**src/hdl/adcdg_regs.svh**
```systemverilog
/*
  Constants for the ADC DMA port gating and calibration block: special
  function register addresses, field positions, reset values and counts.
  Assumes it is included by bare name from the package and the modules.
*/
// How it works
// While DMA capture runs, core drives aimed at ports 0 and 2 never reach those pins.
// The core is never stalled; a blocked external access completes as if it had run.
// When the DMA controller reports a finished block, an interrupt request is raised.
// The offset coefficient is one 14-bit value split into a 6-bit high and 8-bit low register.
// The gain coefficient is one 14-bit value split into a 6-bit high and 8-bit low register.
// A larger offset coefficient pushes output codes down, a smaller one pushes them up.
// The offset coefficient range covers about plus or minus 6.25 percent of reference.
// A larger gain coefficient steepens the transfer slope, spanning about 0.969 to 1.031 reference.
// After every power-up the factory coefficients are copied from hidden storage first.
// Software starts DMA capture by setting bit six of the second ADC control register.
// DMA completion sets the ADC interrupt flag in hardware, which drives the request.
// Software may overwrite the coefficients and later conversions use the new values.
`ifndef ADCDG_REGS_SVH
`define ADCDG_REGS_SVH

// Special function register addresses
`define ADCDG_ADDR_CONTROL_TWO 8'hD8
`define ADCDG_ADDR_OFFSET_LOW 8'hF1
`define ADCDG_ADDR_OFFSET_HIGH 8'hF2
`define ADCDG_ADDR_GAIN_LOW 8'hF3
`define ADCDG_ADDR_GAIN_HIGH 8'hF4

// Control register fields
`define ADCDG_DMA_ENABLE_BIT 6
`define ADCDG_IRQ_FLAG_BIT 7
`define ADCDG_CONTROL_TWO_RESET 8'h00

// Coefficient store byte indices
`define ADCDG_IDX_OFFSET_LOW 2'd0
`define ADCDG_IDX_OFFSET_HIGH 2'd1
`define ADCDG_IDX_GAIN_LOW 2'd2
`define ADCDG_IDX_GAIN_HIGH 2'd3
`define ADCDG_COEF_BYTES 3'd4

// Coefficient arithmetic
`define ADCDG_COEF_MID 15'sh2000
`define ADCDG_OFFSET_SHIFT 5
`define ADCDG_GAIN_SHIFT 18
`define ADCDG_CODE_MAX 13'sh0FFF
`define ADCDG_COEF_RESET 8'h00

`endif

```
**src/hdl/adcdg_pkg.sv**
```systemverilog
/*
  Types for the ADC DMA port gating and calibration block.
  Assumes the constants header sits on the include path.
*/
`include "adcdg_regs.svh"

package adcdg_pkg;

  // Drive of one 8-bit external port
  typedef struct packed {
    logic [7:0] data;
    logic oe;
  } adcdg_port_t;

  // Special function register access
  typedef struct packed {
    logic [7:0] addr;
    logic wr;
    logic rd;
    logic [7:0] wdata;
  } adcdg_sfr_t;

  // Power-up coefficient loader
  typedef enum logic [1:0] {
    ADCDG_LD_REQ,
    ADCDG_LD_WAIT,
    ADCDG_LD_DONE
  } adcdg_load_t;

endpackage

```
**src/hdl/adcdg_coef_mem.sv**
```systemverilog
/*
  Four-byte coefficient store: offset low/high and gain low/high.
  Assumes one writer per cycle, selected by the caller; read data is
  registered, all bytes are also presented in parallel.
*/
`timescale 1ns/100ps

module adcdg_coef_mem (
  // Clock and reset
  input wire logic core_clk,
  input wire logic rst,
  // Write port
  input wire logic wr_en,
  input wire logic [1:0] wr_idx,
  input wire logic [7:0] wr_data,
  // Read port
  input wire logic [1:0] rd_idx,
  output logic [7:0] rd_data,
  // Parallel view
  output logic [31:0] all_bytes
);

  logic [7:0] mem_q [0:3];

  // Byte storage, high registers keep six bits only
  genvar gi;
  generate
    for (gi = 0; gi < 4; gi++) begin : g_byte
      always_ff @(posedge core_clk or posedge rst) begin
        if (rst) begin
          mem_q[gi] <= `ADCDG_COEF_RESET;
        end else if (wr_en && wr_idx == 2'(gi)) begin
          mem_q[gi] <= (gi % 2 == 1) ? {2'b00, wr_data[5:0]} : wr_data;
        end
      end
      assign all_bytes[gi*8 +: 8] = mem_q[gi];
    end
  endgenerate

  // Registered read
  always_ff @(posedge core_clk or posedge rst) begin
    if (rst) begin
      rd_data <= 8'h00;
    end else begin
      rd_data <= mem_q[rd_idx];
    end
  end

endmodule

```
**src/hdl/adcdg_top.sv**
```systemverilog
/*
  ADC DMA external port gating, completion flag and offset/gain
  calibration coefficients with power-up load and result correction.
  Assumes core, DMA controller, hidden store and SFR bus all run on
  core_clk; the DMA controller reports block completion as a pulse.
*/
`timescale 1ns/100ps
`include "adcdg_regs.svh"

module adcdg_top (
  // Clock and reset
  input wire logic core_clk,
  input wire logic rst,
  // Special function register access
  input wire adcdg_pkg::adcdg_sfr_t sfr,
  output logic [7:0] sfr_rdata,
  // Core drive of ports 0 and 2
  input wire adcdg_pkg::adcdg_port_t core_port0,
  input wire adcdg_pkg::adcdg_port_t core_port2,
  input wire logic core_xacc_req,
  output logic core_xacc_done,
  output logic core_xacc_blocked,
  // DMA controller drive of ports 0 and 2
  input wire adcdg_pkg::adcdg_port_t dma_port0,
  input wire adcdg_pkg::adcdg_port_t dma_port2,
  input wire logic dma_block_done,
  output logic dma_enable,
  // Port pins
  output adcdg_pkg::adcdg_port_t pin_port0,
  output adcdg_pkg::adcdg_port_t pin_port2,
  // Interrupt request to core
  output logic adc_irq_req,
  // Hidden coefficient storage
  output logic nv_rd_req,
  output logic [1:0] nv_rd_idx,
  input wire logic nv_rd_valid,
  input wire logic [7:0] nv_rd_data,
  output logic cal_loaded,
  // Raw conversion in, corrected out
  input wire logic raw_valid,
  input wire logic [11:0] raw_code,
  output logic cor_valid,
  output logic [11:0] cor_code,
  // Coefficient values in force
  output logic [13:0] offset_coef,
  output logic [13:0] gain_coef
);

  // Map an SFR address onto a coefficient byte index
  function automatic logic [2:0] coef_decode(input logic [7:0] a);
    unique case (a)
      `ADCDG_ADDR_OFFSET_LOW: coef_decode = {1'b1, `ADCDG_IDX_OFFSET_LOW};
      `ADCDG_ADDR_OFFSET_HIGH: coef_decode = {1'b1, `ADCDG_IDX_OFFSET_HIGH};
      `ADCDG_ADDR_GAIN_LOW: coef_decode = {1'b1, `ADCDG_IDX_GAIN_LOW};
      `ADCDG_ADDR_GAIN_HIGH: coef_decode = {1'b1, `ADCDG_IDX_GAIN_HIGH};
      default: coef_decode = 3'b000;
    endcase
  endfunction

  logic dma_en_q;
  logic irq_flag_q;
  logic [2:0] wr_hit;
  logic [2:0] rd_hit;
  logic ctl_wr;
  adcdg_pkg::adcdg_load_t ld_q;
  logic [1:0] ld_idx_q;
  logic mem_wr;
  logic [1:0] mem_wr_idx;
  logic [7:0] mem_wr_data;
  logic [7:0] mem_rd_data;
  logic [31:0] coef_bytes;
  logic rd_coef_q;
  logic rd_ctl_q;
  logic [7:0] ctl_rd_q;
  // Control reset image, held so single bits can be selected
  localparam logic [7:0] CTL_RESET = `ADCDG_CONTROL_TWO_RESET;

  assign wr_hit = coef_decode(sfr.addr);
  assign rd_hit = wr_hit;
  assign ctl_wr = sfr.wr && sfr.addr == `ADCDG_ADDR_CONTROL_TWO;

  // DMA enable bit
  always_ff @(posedge core_clk or posedge rst) begin
    if (rst) begin
      dma_en_q <= CTL_RESET[`ADCDG_DMA_ENABLE_BIT];
    end else if (ctl_wr) begin
      dma_en_q <= sfr.wdata[`ADCDG_DMA_ENABLE_BIT];
    end
  end
  assign dma_enable = dma_en_q;

  // Completion flag, hardware set beats software clear
  always_ff @(posedge core_clk or posedge rst) begin
    if (rst) begin
      irq_flag_q <= CTL_RESET[`ADCDG_IRQ_FLAG_BIT];
    end else if (dma_block_done) begin
      irq_flag_q <= 1'b1;
    end else if (ctl_wr) begin
      irq_flag_q <= sfr.wdata[`ADCDG_IRQ_FLAG_BIT];
    end
  end
  assign adc_irq_req = irq_flag_q;

  // Port pins: DMA owns them while enabled, core drives suppressed
  always_ff @(posedge core_clk or posedge rst) begin
    if (rst) begin
      pin_port0 <= '0;
      pin_port2 <= '0;
    end else if (dma_en_q) begin
      pin_port0 <= dma_port0;
      pin_port2 <= dma_port2;
    end else begin
      pin_port0 <= core_port0;
      pin_port2 <= core_port2;
    end
  end

  // Core access always completes at once, flagged when gated off
  assign core_xacc_done = core_xacc_req;
  assign core_xacc_blocked = core_xacc_req && dma_en_q;

  // Power-up loader walks the four coefficient bytes
  always_ff @(posedge core_clk or posedge rst) begin
    if (rst) begin
      ld_q <= adcdg_pkg::ADCDG_LD_REQ;
      ld_idx_q <= 2'd0;
    end else begin
      unique case (ld_q)
        adcdg_pkg::ADCDG_LD_REQ: begin
          ld_q <= adcdg_pkg::ADCDG_LD_WAIT;
        end
        adcdg_pkg::ADCDG_LD_WAIT: begin
          if (nv_rd_valid) begin
            ld_idx_q <= ld_idx_q + 2'd1;
            ld_q <= (ld_idx_q == 2'(`ADCDG_COEF_BYTES - 3'd1)) ?
              adcdg_pkg::ADCDG_LD_DONE : adcdg_pkg::ADCDG_LD_REQ;
          end
        end
        adcdg_pkg::ADCDG_LD_DONE: begin
          ld_q <= adcdg_pkg::ADCDG_LD_DONE;
        end
        default: begin
          ld_q <= adcdg_pkg::ADCDG_LD_REQ;
        end
      endcase
    end
  end
  assign nv_rd_req = ld_q == adcdg_pkg::ADCDG_LD_REQ;
  assign nv_rd_idx = ld_idx_q;
  assign cal_loaded = ld_q == adcdg_pkg::ADCDG_LD_DONE;

  // Store writer: loader first, software after load completes
  always_comb begin
    if (ld_q == adcdg_pkg::ADCDG_LD_WAIT) begin
      mem_wr = nv_rd_valid;
      mem_wr_idx = ld_idx_q;
      mem_wr_data = nv_rd_data;
    end else begin
      mem_wr = sfr.wr && wr_hit[2] && cal_loaded;
      mem_wr_idx = wr_hit[1:0];
      mem_wr_data = sfr.wdata;
    end
  end

  adcdg_coef_mem u_coef (
    .core_clk(core_clk),
    .rst(rst),
    .wr_en(mem_wr),
    .wr_idx(mem_wr_idx),
    .wr_data(mem_wr_data),
    .rd_idx(rd_hit[1:0]),
    .rd_data(mem_rd_data),
    .all_bytes(coef_bytes)
  );

  // Join high and low bytes into 14-bit coefficients
  assign offset_coef = {coef_bytes[13:8], coef_bytes[7:0]};
  assign gain_coef = {coef_bytes[29:24], coef_bytes[23:16]};

  // Registered read return
  always_ff @(posedge core_clk or posedge rst) begin
    if (rst) begin
      rd_coef_q <= 1'b0;
      rd_ctl_q <= 1'b0;
      ctl_rd_q <= 8'h00;
    end else begin
      rd_coef_q <= sfr.rd && rd_hit[2];
      rd_ctl_q <= sfr.rd && sfr.addr == `ADCDG_ADDR_CONTROL_TWO;
      ctl_rd_q <= {irq_flag_q, dma_en_q, 6'b00_0000};
    end
  end
  assign sfr_rdata = rd_coef_q ? mem_rd_data : (rd_ctl_q ? ctl_rd_q : 8'h00);

  // Correction: gain around mid-scale, then subtract offset around mid-scale
  logic signed [14:0] off_dev;
  logic signed [14:0] gain_dev;
  logic signed [27:0] gain_prod;
  // Two bits above the code range so a top-end sum cannot wrap negative
  logic signed [13:0] cor_sum;
  assign off_dev = $signed({1'b0, offset_coef}) - `ADCDG_COEF_MID;
  assign gain_dev = $signed({1'b0, gain_coef}) - `ADCDG_COEF_MID;
  assign gain_prod = $signed({1'b0, raw_code}) * gain_dev;
  assign cor_sum = 14'($signed({2'b00, raw_code}) + 14'(gain_prod >>> `ADCDG_GAIN_SHIFT)
    - 14'(off_dev >>> `ADCDG_OFFSET_SHIFT));

  // Clamp and register corrected result
  always_ff @(posedge core_clk or posedge rst) begin
    if (rst) begin
      cor_valid <= 1'b0;
      cor_code <= 12'h000;
    end else begin
      cor_valid <= raw_valid;
      if (raw_valid) begin
        if (cor_sum < 0) begin
          cor_code <= 12'h000;
        end else if (cor_sum > `ADCDG_CODE_MAX) begin
          cor_code <= 12'hFFF;
        end else begin
          cor_code <= cor_sum[11:0];
        end
      end
    end
  end

endmodule

```
**config.mk**
```make
export PLATFORM = sky130hd
export DESIGN_NAME = adcdg_top
export DESIGN_NICKNAME = d
export VERILOG_FILES = /design/src/hdl/adcdg_pkg.sv /design/src/hdl/adcdg_coef_mem.sv /design/src/hdl/adcdg_top.sv
export VERILOG_INCLUDE_DIRS = /design/src /design/src/hdl
export SDC_FILE = /design/constraint.sdc
export NUM_CORES = 1
export LEC_CHECK = 0
export ABC_CLOCK_PERIOD_IN_PS = 9300
export CORE_ASPECT_RATIO = 0.7
export CORE_UTILIZATION = 55
export CTS_CLUSTER_SIZE = 8
export DETAILED_ROUTE_END_ITERATION = 16
export DONT_BUFFER_PORTS = 1
export GPL_TIMING_DRIVEN = 0
export PLACE_DENSITY = 0.74
export RECOVER_POWER = 50
export SLEW_MARGIN = 30
export SYNTH_ARGS = -nofsm -noshare
export SYNTH_HDL_FRONTEND = slang
export SYNTH_HIERARCHICAL = 1
export SYNTH_SLANG_ARGS = --single-unit
```
**constraint.sdc**
```tcl
create_clock -name core_clk -period 9.3 [get_ports core_clk]
set_input_delay 0.93 -clock core_clk [delete_from_list [all_inputs] [get_ports core_clk]]
set_output_delay 0.93 -clock core_clk [all_outputs]
set_load 0.01 [all_outputs]
```
==> impl_metrics.yaml, run 1 <==
worst_setup_path:
  crit_family: "adder cells"
  required_ps: 9550
  cpPeakStageDelay_ps: 620
  crit_top_cell: "fa_1"
  end_kind: "flop"
  crit_type: "reg -> reg"
  worstPathBufferInverterCount: 6
  worst_path_max_delay_cell: "clkbuf_1"
  worstPathArrival_ps: 8970
  start_kind: "flop"
  crit_fanout: 10
cts:
  cts.sinks: 77
  numCtsBuffers: 9
  cts.clk_slew.worst_paths_ps: 60
  htree_levels: 3
  cts_setup_buffers: 0
  clock_path_buffers: 2
  clk_latency_ps: 330
  cts_tree: "yes"
  postCtsHoldBufs: 0
  cts_root_buf: "clkbuf_16"
sta:
  fmax_mhz: 115
  setup_viol: 0
  slew_viol_final: 0
  setup_tns_ps: 0
  grt_setup_unrepaired: "false"
  skew_ps: 9.73
  hold_violations: 0
  period_share: 0.938
  worstMarginPinSlew_ps: 1320
  slew_headroom: 0.119
  fin_crit_ps: 8720
floorplan:
  die_area_um2: 19700
  rows: 41
  die_y_um: 118
  start_util: 0.574
  die_w_um: 167
  fp.coreArea_um2: 18400
  top_level_ports: 155
placed_design:
  placed_cells: 1318
  portBuffers: 0
  hpwlAfterDp_mm: 21.0
  gp_congestion: 0.859
min_path:
  hold_class: "reg -> reg"
synthesis:
  syn_inst: 1081
  syn_nets: 1410
  synth_area_um2: 10500
  ys_warn_count: 6
  syn_avg_cell_area_um2: 9.75
drt:
  drt_pass1_iterations: 5
  via_count: 7328
  wire_per_inst_um: 19.0
  wl_mm: 25.4
  route.detailed.drc: 0
  vias_per_cell: 5.49
  drt-initial-drc-count: 520
  ant_nets: 0
layout:
  final_util: 0.607
  num-nets-final: 1422
  seqCellArea_um2: 1930
  fillers: 1497
  fin_cells: 1334
  mostFrequentLayoutCell: "inv_1"
  mostFrequentLayoutCells: "268 x inv_1, 173 x fa_1, 95 x nand2_1"
  syn2layout_area_growth_pct: 5.76
  drive_gt1_frac: 0.0874
  diodes: 0
  multi_input_comb_area_um2: 7460
grt:
  antenna_found_initial: 1
  grt_pass1_wl_mm: 41.0
  grt_usage: 0.271
  grt-ovfl-total: 0
  grt_max_degree: 37
  grt_pass1_vias: 7515
run:
  max_cap_violations: 0
status:
  outcome: "finished clean"
-- stage by stage --
stage / setup slack [ps] / area (um2) / hold slack [ps]
2_1_floorplan: 1410 / 10500 / 436
3_3_place_gp: 475 / 10800 / 467
3_5_place_dp: 350 / 10900 / 478
4_1_cts: 516 / 11200 / 484
5_1_grt: 96.3 / 11100 / 508
6_report: 577 / 11100 / 495
-- cell type report --
class,instances,area share
sequential,77,0.173
buffer,38,0.0139
inverter,268,0.0902
timing repair buffer,1,0.000337
clock inverter,6,0.00640
tap,236,0.0265
multi-input combinational,698,0.669
clock buffer,10,0.0205
-- state kept, by name, indices dropped and copies added (netlist names), 2 cells and up --
signal,cells
u_coef/rd_data,8
ctl_rd_q,2
pin_port2,9
ld_q,2
nv_rd_idx,2
pin_port0,9
u_coef/all_bytes,28
cor_code,12
-- worst paths after layout --
check	cells after the start	slack, ps	from	end
worst max-delay path	29	580	u_coef/all_bytes[25]	cor_code[10]
worst min register to register	0	490	dma_enable	ctl_rd_q[6]
worst min-delay path	0	490	dma_enable	ctl_rd_q[6]
min in group asynchronous	1	590	rst	cor_code[0]
worst max register to register	29	580	u_coef/all_bytes[25]	cor_code[10]
max in group asynchronous	2	7210	rst	dma_enable
-- metal layers --
layer | share of wire | vias up | track usage
li1 | - | 3330 | -
met1 | 0.44 | 3688 | 0.379
met2 | 0.45 | 280 | 0.427
met3 | 0.097 | 30 | 0.0736
met4 | 0.016 | 0 | 0.0522
met5 | 0 | - | 0
-- worst register-to-register path: cells and delay by family (launching register included) --
| family | cells | cell delay [ps] |
|---|---|---|
| AOI/OAI and AO/OA | 10 | 2220 |
| DFF | 1 | 570 |
| buffers and inverters | 6 | 1190 |
| adders and majority gates | 8 | 3760 |
| xor gates and xnor gates | 2 | 530 |
| and+or+nand+nor | 3 | 390 |
-- what timing repair did --
item / 4_1_cts / 5_1_grt
setup endpoints to repair: 0 / 7
endpoints found under the hold margin: 0 / 0
gates resized for setup: 0 / 1
Power of run 1 is not shown: default switching activity piles up to over one toggle a cycle in this logic, so the estimate is an artifact.
==> run 2, diff against run 1 <==
--- a/config.mk
+++ b/config.mk
@@ -9,6 +9,7 @@
 export ABC_CLOCK_PERIOD_IN_PS = 9300
 export CORE_ASPECT_RATIO = 0.7
 export CORE_UTILIZATION = 55
+export CTS_BUF_LIST = sky130_fd_sc_hd__clkbuf_16
 export CTS_CLUSTER_SIZE = 8
 export DETAILED_ROUTE_END_ITERATION = 16
 export DONT_BUFFER_PORTS = 1
==> impl_metrics.yaml, run 2 (same netlist as run 1, synthesis figures left out) <==
worst_setup_path:
  crit_type: "reg -> reg"
  reg2reg_depth: 29
  rr_endpoint: "cor_code[10]"
  worstPathArrival_ps: 8970
  cpPeakStageDelay_ps: 620
  start_kind: "flop"
  worstPathBufferInverterCount: 6
  regToRegSetupSlack_ps: 580
  crit_top_cell: "fa_1"
  crit_fanout: 10
  end_kind: "flop"
  worst_path_max_delay_cell: "clkbuf_1"
  r2r_start: "u_coef/all_bytes[25]"
  crit_family: "adder cells"
  required_ps: 9550
placed_design:
  gp_congestion: 0.859
  portBuffers: 0
  hpwlAfterDp_mm: 21.0
drt:
  drt-initial-drc-count: 519
  drt_pass1_iterations: 5
  wire_per_inst_um: 19.0
  via_count: 7327
  vias_per_cell: 5.49
  route.detailed.drc: 0
  ant_nets: 0
  wl_mm: 25.4
status:
  outcome: "finished clean"
min_path:
  hold_class: "reg -> reg"
  holdPathStages: 0
  holdCritStartpoint: "dma_enable"
  hold-path-endpoint: "ctl_rd_q[6]"
sta:
  worstMarginPinSlew_ps: 1320
  fin_crit_ps: 8720
  hold_violations: 0
  period_share: 0.938
  grt_setup_unrepaired: "false"
  fmax_mhz: 115
  slew_headroom: 0.120
  slew_viol_final: 0
  setup_tns_ps: 0
  skew_ps: 9.73
  setup_viol: 0
grt:
  grt_max_degree: 37
  grt_pass1_wl_mm: 41.0
  grt_usage: 0.271
  antenna_found_initial: 1
  grt-ovfl-total: 0
  grt_pass1_vias: 7515
floorplan:
  top_level_ports: 155
  fp.coreArea_um2: 18400
  die_area_um2: 19700
  rows: 41
  die_y_um: 118
  die_w_um: 167
  start_util: 0.574
cts:
  htree_levels: 3
  postCtsHoldBufs: 0
  clock_path_buffers: 2
  cts.sinks: 77
  numCtsBuffers: 9
  cts_root_buf: "clkbuf_16"
  clk_latency_ps: 330
  cts.clk_slew.worst_paths_ps: 60
  cts_tree: "yes"
layout:
  syn2layout_area_growth_pct: 5.76
  mostFrequentLayoutCell: "inv_1"
  num-nets-final: 1422
  diodes: 0
  largest_register_ffs: 28
  mostFrequentLayoutCells: "269 x inv_1, 173 x fa_1, 95 x nand2_1"
  drive_gt1_frac: 0.0874
  fillers: 1497
run:
  max_cap_violations: 0
[run 2: cell count changes in the layout (fill, tap and decap cells not counted)]
cell,before,now
clkbuf_1,35,34
inv_1,268,269
[run 2: repair_timing]
action                     CTS  global route
buffers inserted             0             0
resized for setup            0             1
setup endpoints to repair    0             7
[run 2: through the flow]
stage | setup WS (ps) | hold slack, ps | cells | instance area [um2] | util
floorplan | 1410 | 436 | 1081 | 10500 | -
global placement | 475 | 467 | 1317 | 10800 | 0.590
detailed placement | 350 | 478 | 1318 | 10900 | 0.592
CTS | 516 | 484 | 1334 | 11200 | 0.608
global route | 96.3 | 508 | 1334 | 11100 | 0.607
finish | 577 | 495 | 1334 | 11100 | 0.607
[run 2: how the worst max path moves through the flow]
stage / from / to / slack, ps / cells after the start
after detailed placement: raw_code[5] / cor_code[10] / 350 / 29
after global placement: raw_code[5] / cor_code[10] / 480 / 29
after floorplan: raw_code[1] / cor_code[7] / 1410 / 30
after CTS: u_coef/all_bytes[29] / cor_code[10] / 520 / 30
after global routing: u_coef/all_bytes[29] / cor_code[3] / 100 / 30
final: u_coef/all_bytes[25] / cor_code[10] / 580 / 29
[run 2: area by class of cell]
| cell class | instances | area [um2] | area share |
|---|---|---|---|
| plain buffers | 38 | 155 | 0.0139 |
| inverters | 268 | 1010 | 0.0902 |
| clock inverters | 7 | 75.1 | 0.00673 |
| flip-flops and latches | 77 | 1930 | 0.173 |
| repair buffers | 1 | 3.75 | 0.000337 |
| multi-input cells | 698 | 7460 | 0.669 |
| clock buffers | 9 | 225 | 0.0202 |
| well taps | 236 | 295 | 0.0265 |
[run 2: metal layers]
metal  global-route usage  routed length, um  share of wire  vias up
met4               0.0522                415          0.016        0
li1                     -                  -              -     3329
met3               0.0736               2450          0.097       30
met1                0.379              11000           0.44     3688
met5                    0                  0              0        -
met2                0.427              11500           0.45      280
Power of run 2 is left out for the same reason.
==> run 3, diff against run 2 <==
--- a/config.mk
+++ b/config.mk
@@ -6,7 +6,7 @@
 export SDC_FILE = /design/constraint.sdc
 export NUM_CORES = 1
 export LEC_CHECK = 0
-export ABC_CLOCK_PERIOD_IN_PS = 9300
+export ABC_CLOCK_PERIOD_IN_PS = 9500
 export CORE_ASPECT_RATIO = 0.7
 export CORE_UTILIZATION = 55
 export CTS_BUF_LIST = sky130_fd_sc_hd__clkbuf_16
==> constraint.sdc (replaced) <==
create_clock -name core_clk -period 9.5 [get_ports core_clk]
set_input_delay 0.95 -clock core_clk [delete_from_list [all_inputs] [get_ports core_clk]]
set_output_delay 0.95 -clock core_clk [all_outputs]
set_load 0.01 [all_outputs]
==> impl_metrics.yaml, run 3 (same netlist as run 1, synthesis figures left out) <==
min_path:
  hold_class: "reg -> reg"
  holdPathStages: 0
  hold-path-endpoint: "ctl_rd_q[6]"
  holdCritStartpoint: "dma_enable"
drt:
  drt-initial-drc-count: 497
  wire_per_inst_um: 19.0
  wl_mm: 25.4
  vias_per_cell: 5.51
  route.detailed.drc: 0
  drt_pass1_iterations: 5
  via_count: 7353
  ant_nets: 0
grt:
  grt_max_degree: 37
  grt_pass1_wl_mm: 41.0
  grt-ovfl-total: 0
  grt_usage: 0.271
  antenna_found_initial: 1
  grt_pass1_vias: 7515
worst_setup_path:
  crit_top_cell: "fa_1"
  worstPathArrival_ps: 9120
  cpPeakStageDelay_ps: 620
  crit_type: "reg -> reg"
  required_ps: 9750
  end_kind: "flop"
  worst_path_max_delay_cell: "clkbuf_1"
  start_kind: "flop"
  regToRegSetupSlack_ps: 630
  reg2reg_depth: 29
  crit_fanout: 10
  rr_endpoint: "cor_code[10]"
  r2r_start: "u_coef/all_bytes[25]"
cts:
  numCtsBuffers: 9
  postCtsHoldBufs: 0
  cts_resized: 0
  clk_latency_ps: 330
  cts.sinks: 77
  clock_path_buffers: 2
  cts_setup_buffers: 0
  cts.clk_slew.worst_paths_ps: 60
  cts_tree: "yes"
  cts_root_buf: "clkbuf_16"
  htree_levels: 3
sta:
  skew_ps: 9.95
  slew_viol_final: 0
  fmax_mhz: 113
  hold_violations: 0
  grt_setup_unrepaired: "false"
  slew_headroom: 0.117
  period_share: 0.934
  setup_tns_ps: 0
  fin_crit_ps: 8870
  worstMarginPinSlew_ps: 1320
  setup_viol: 0
floorplan:
  top_level_ports: 155
  die_w_um: 167
  start_util: 0.574
  die_area_um2: 19700
  die_y_um: 118
  fp.coreArea_um2: 18400
  rows: 41
layout:
  num-nets-final: 1422
  mostFrequentLayoutCell: "inv_1"
  mostFrequentLayoutCells: "269 x inv_1, 173 x fa_1, 95 x nand2_1"
  fillers: 1498
  syn2layout_area_growth_pct: 5.71
  largest_register_ffs: 28
  drive_gt1_frac: 0.0865
placed_design:
  gp_congestion: 0.859
  hpwlAfterDp_mm: 21.0
  portBuffers: 0
status:
  outcome: "finished clean"
run:
  max_cap_violations: 0
## run 3: changes by cell type in the layout (fill, tap and decap cells not counted), sizes merged
cell   change
diode      +1
## run 3: final cells by class
class | instances | area, um2 | area share
Timing Repair Buffer | 1 | 3.75 | 0.000337
Inverter | 268 | 1010 | 0.0903
Antenna cell | 1 | 2.50 | 0.000225
Buffer | 38 | 155 | 0.0139
Clock buffer | 9 | 225 | 0.0202
Multi-Input combinational cell | 698 | 7450 | 0.669
Clock inverter | 7 | 75.1 | 0.00674
Tap cell | 236 | 295 | 0.0265
Sequential cell | 77 | 1930 | 0.173
## run 3: worst max-delay path: cells and delay by family, from the launching register on
kind,cells,cell delay [ps]
adder cells (fa/ha/maj),8,3760
AO/OA/AOI/OAI,10,2200
buffers and inverters,6,1190
XOR/XNOR,2,660
flip-flops,1,570
AND/OR/NAND/NOR,3,390
## run 3: worst max-delay path by stage
stage,from,end,cells past startpoint
finish,u_coef/all_bytes[25],cor_code[10],29
floorplan,raw_code[1],cor_code[7],30
global route,u_coef/all_bytes[29],cor_code[3],30
global placement,raw_code[5],cor_code[10],29
detailed placement,raw_code[5],cor_code[10],29
CTS,u_coef/all_bytes[29],cor_code[10],30
## run 3: through the flow
stage | instance area, um2 | std cells | utilization | hold slack [ps] | setup slack [ps]
2_1_floorplan | 10500 | 1081 | - | 436 | 1590
3_3_place_gp | 10800 | 1317 | 0.590 | 467 | 655
3_5_place_dp | 10900 | 1318 | 0.592 | 478 | 530
4_1_cts | 11200 | 1334 | 0.608 | 495 | 716
5_1_grt | 11100 | 1334 | 0.607 | 508 | 150
6_report | 11100 | 1335 | 0.607 | 495 | 626
## run 3: per-layer routing
metal,vias to the layer above,GRT usage,share of wire
met5,-,0,0
met4,0,0.0522,0.016
met3,29,0.0736,0.088
met2,253,0.427,0.45
met1,3742,0.379,0.44
li1,3329,-,-
Power of run 3 is left out for the same reason.
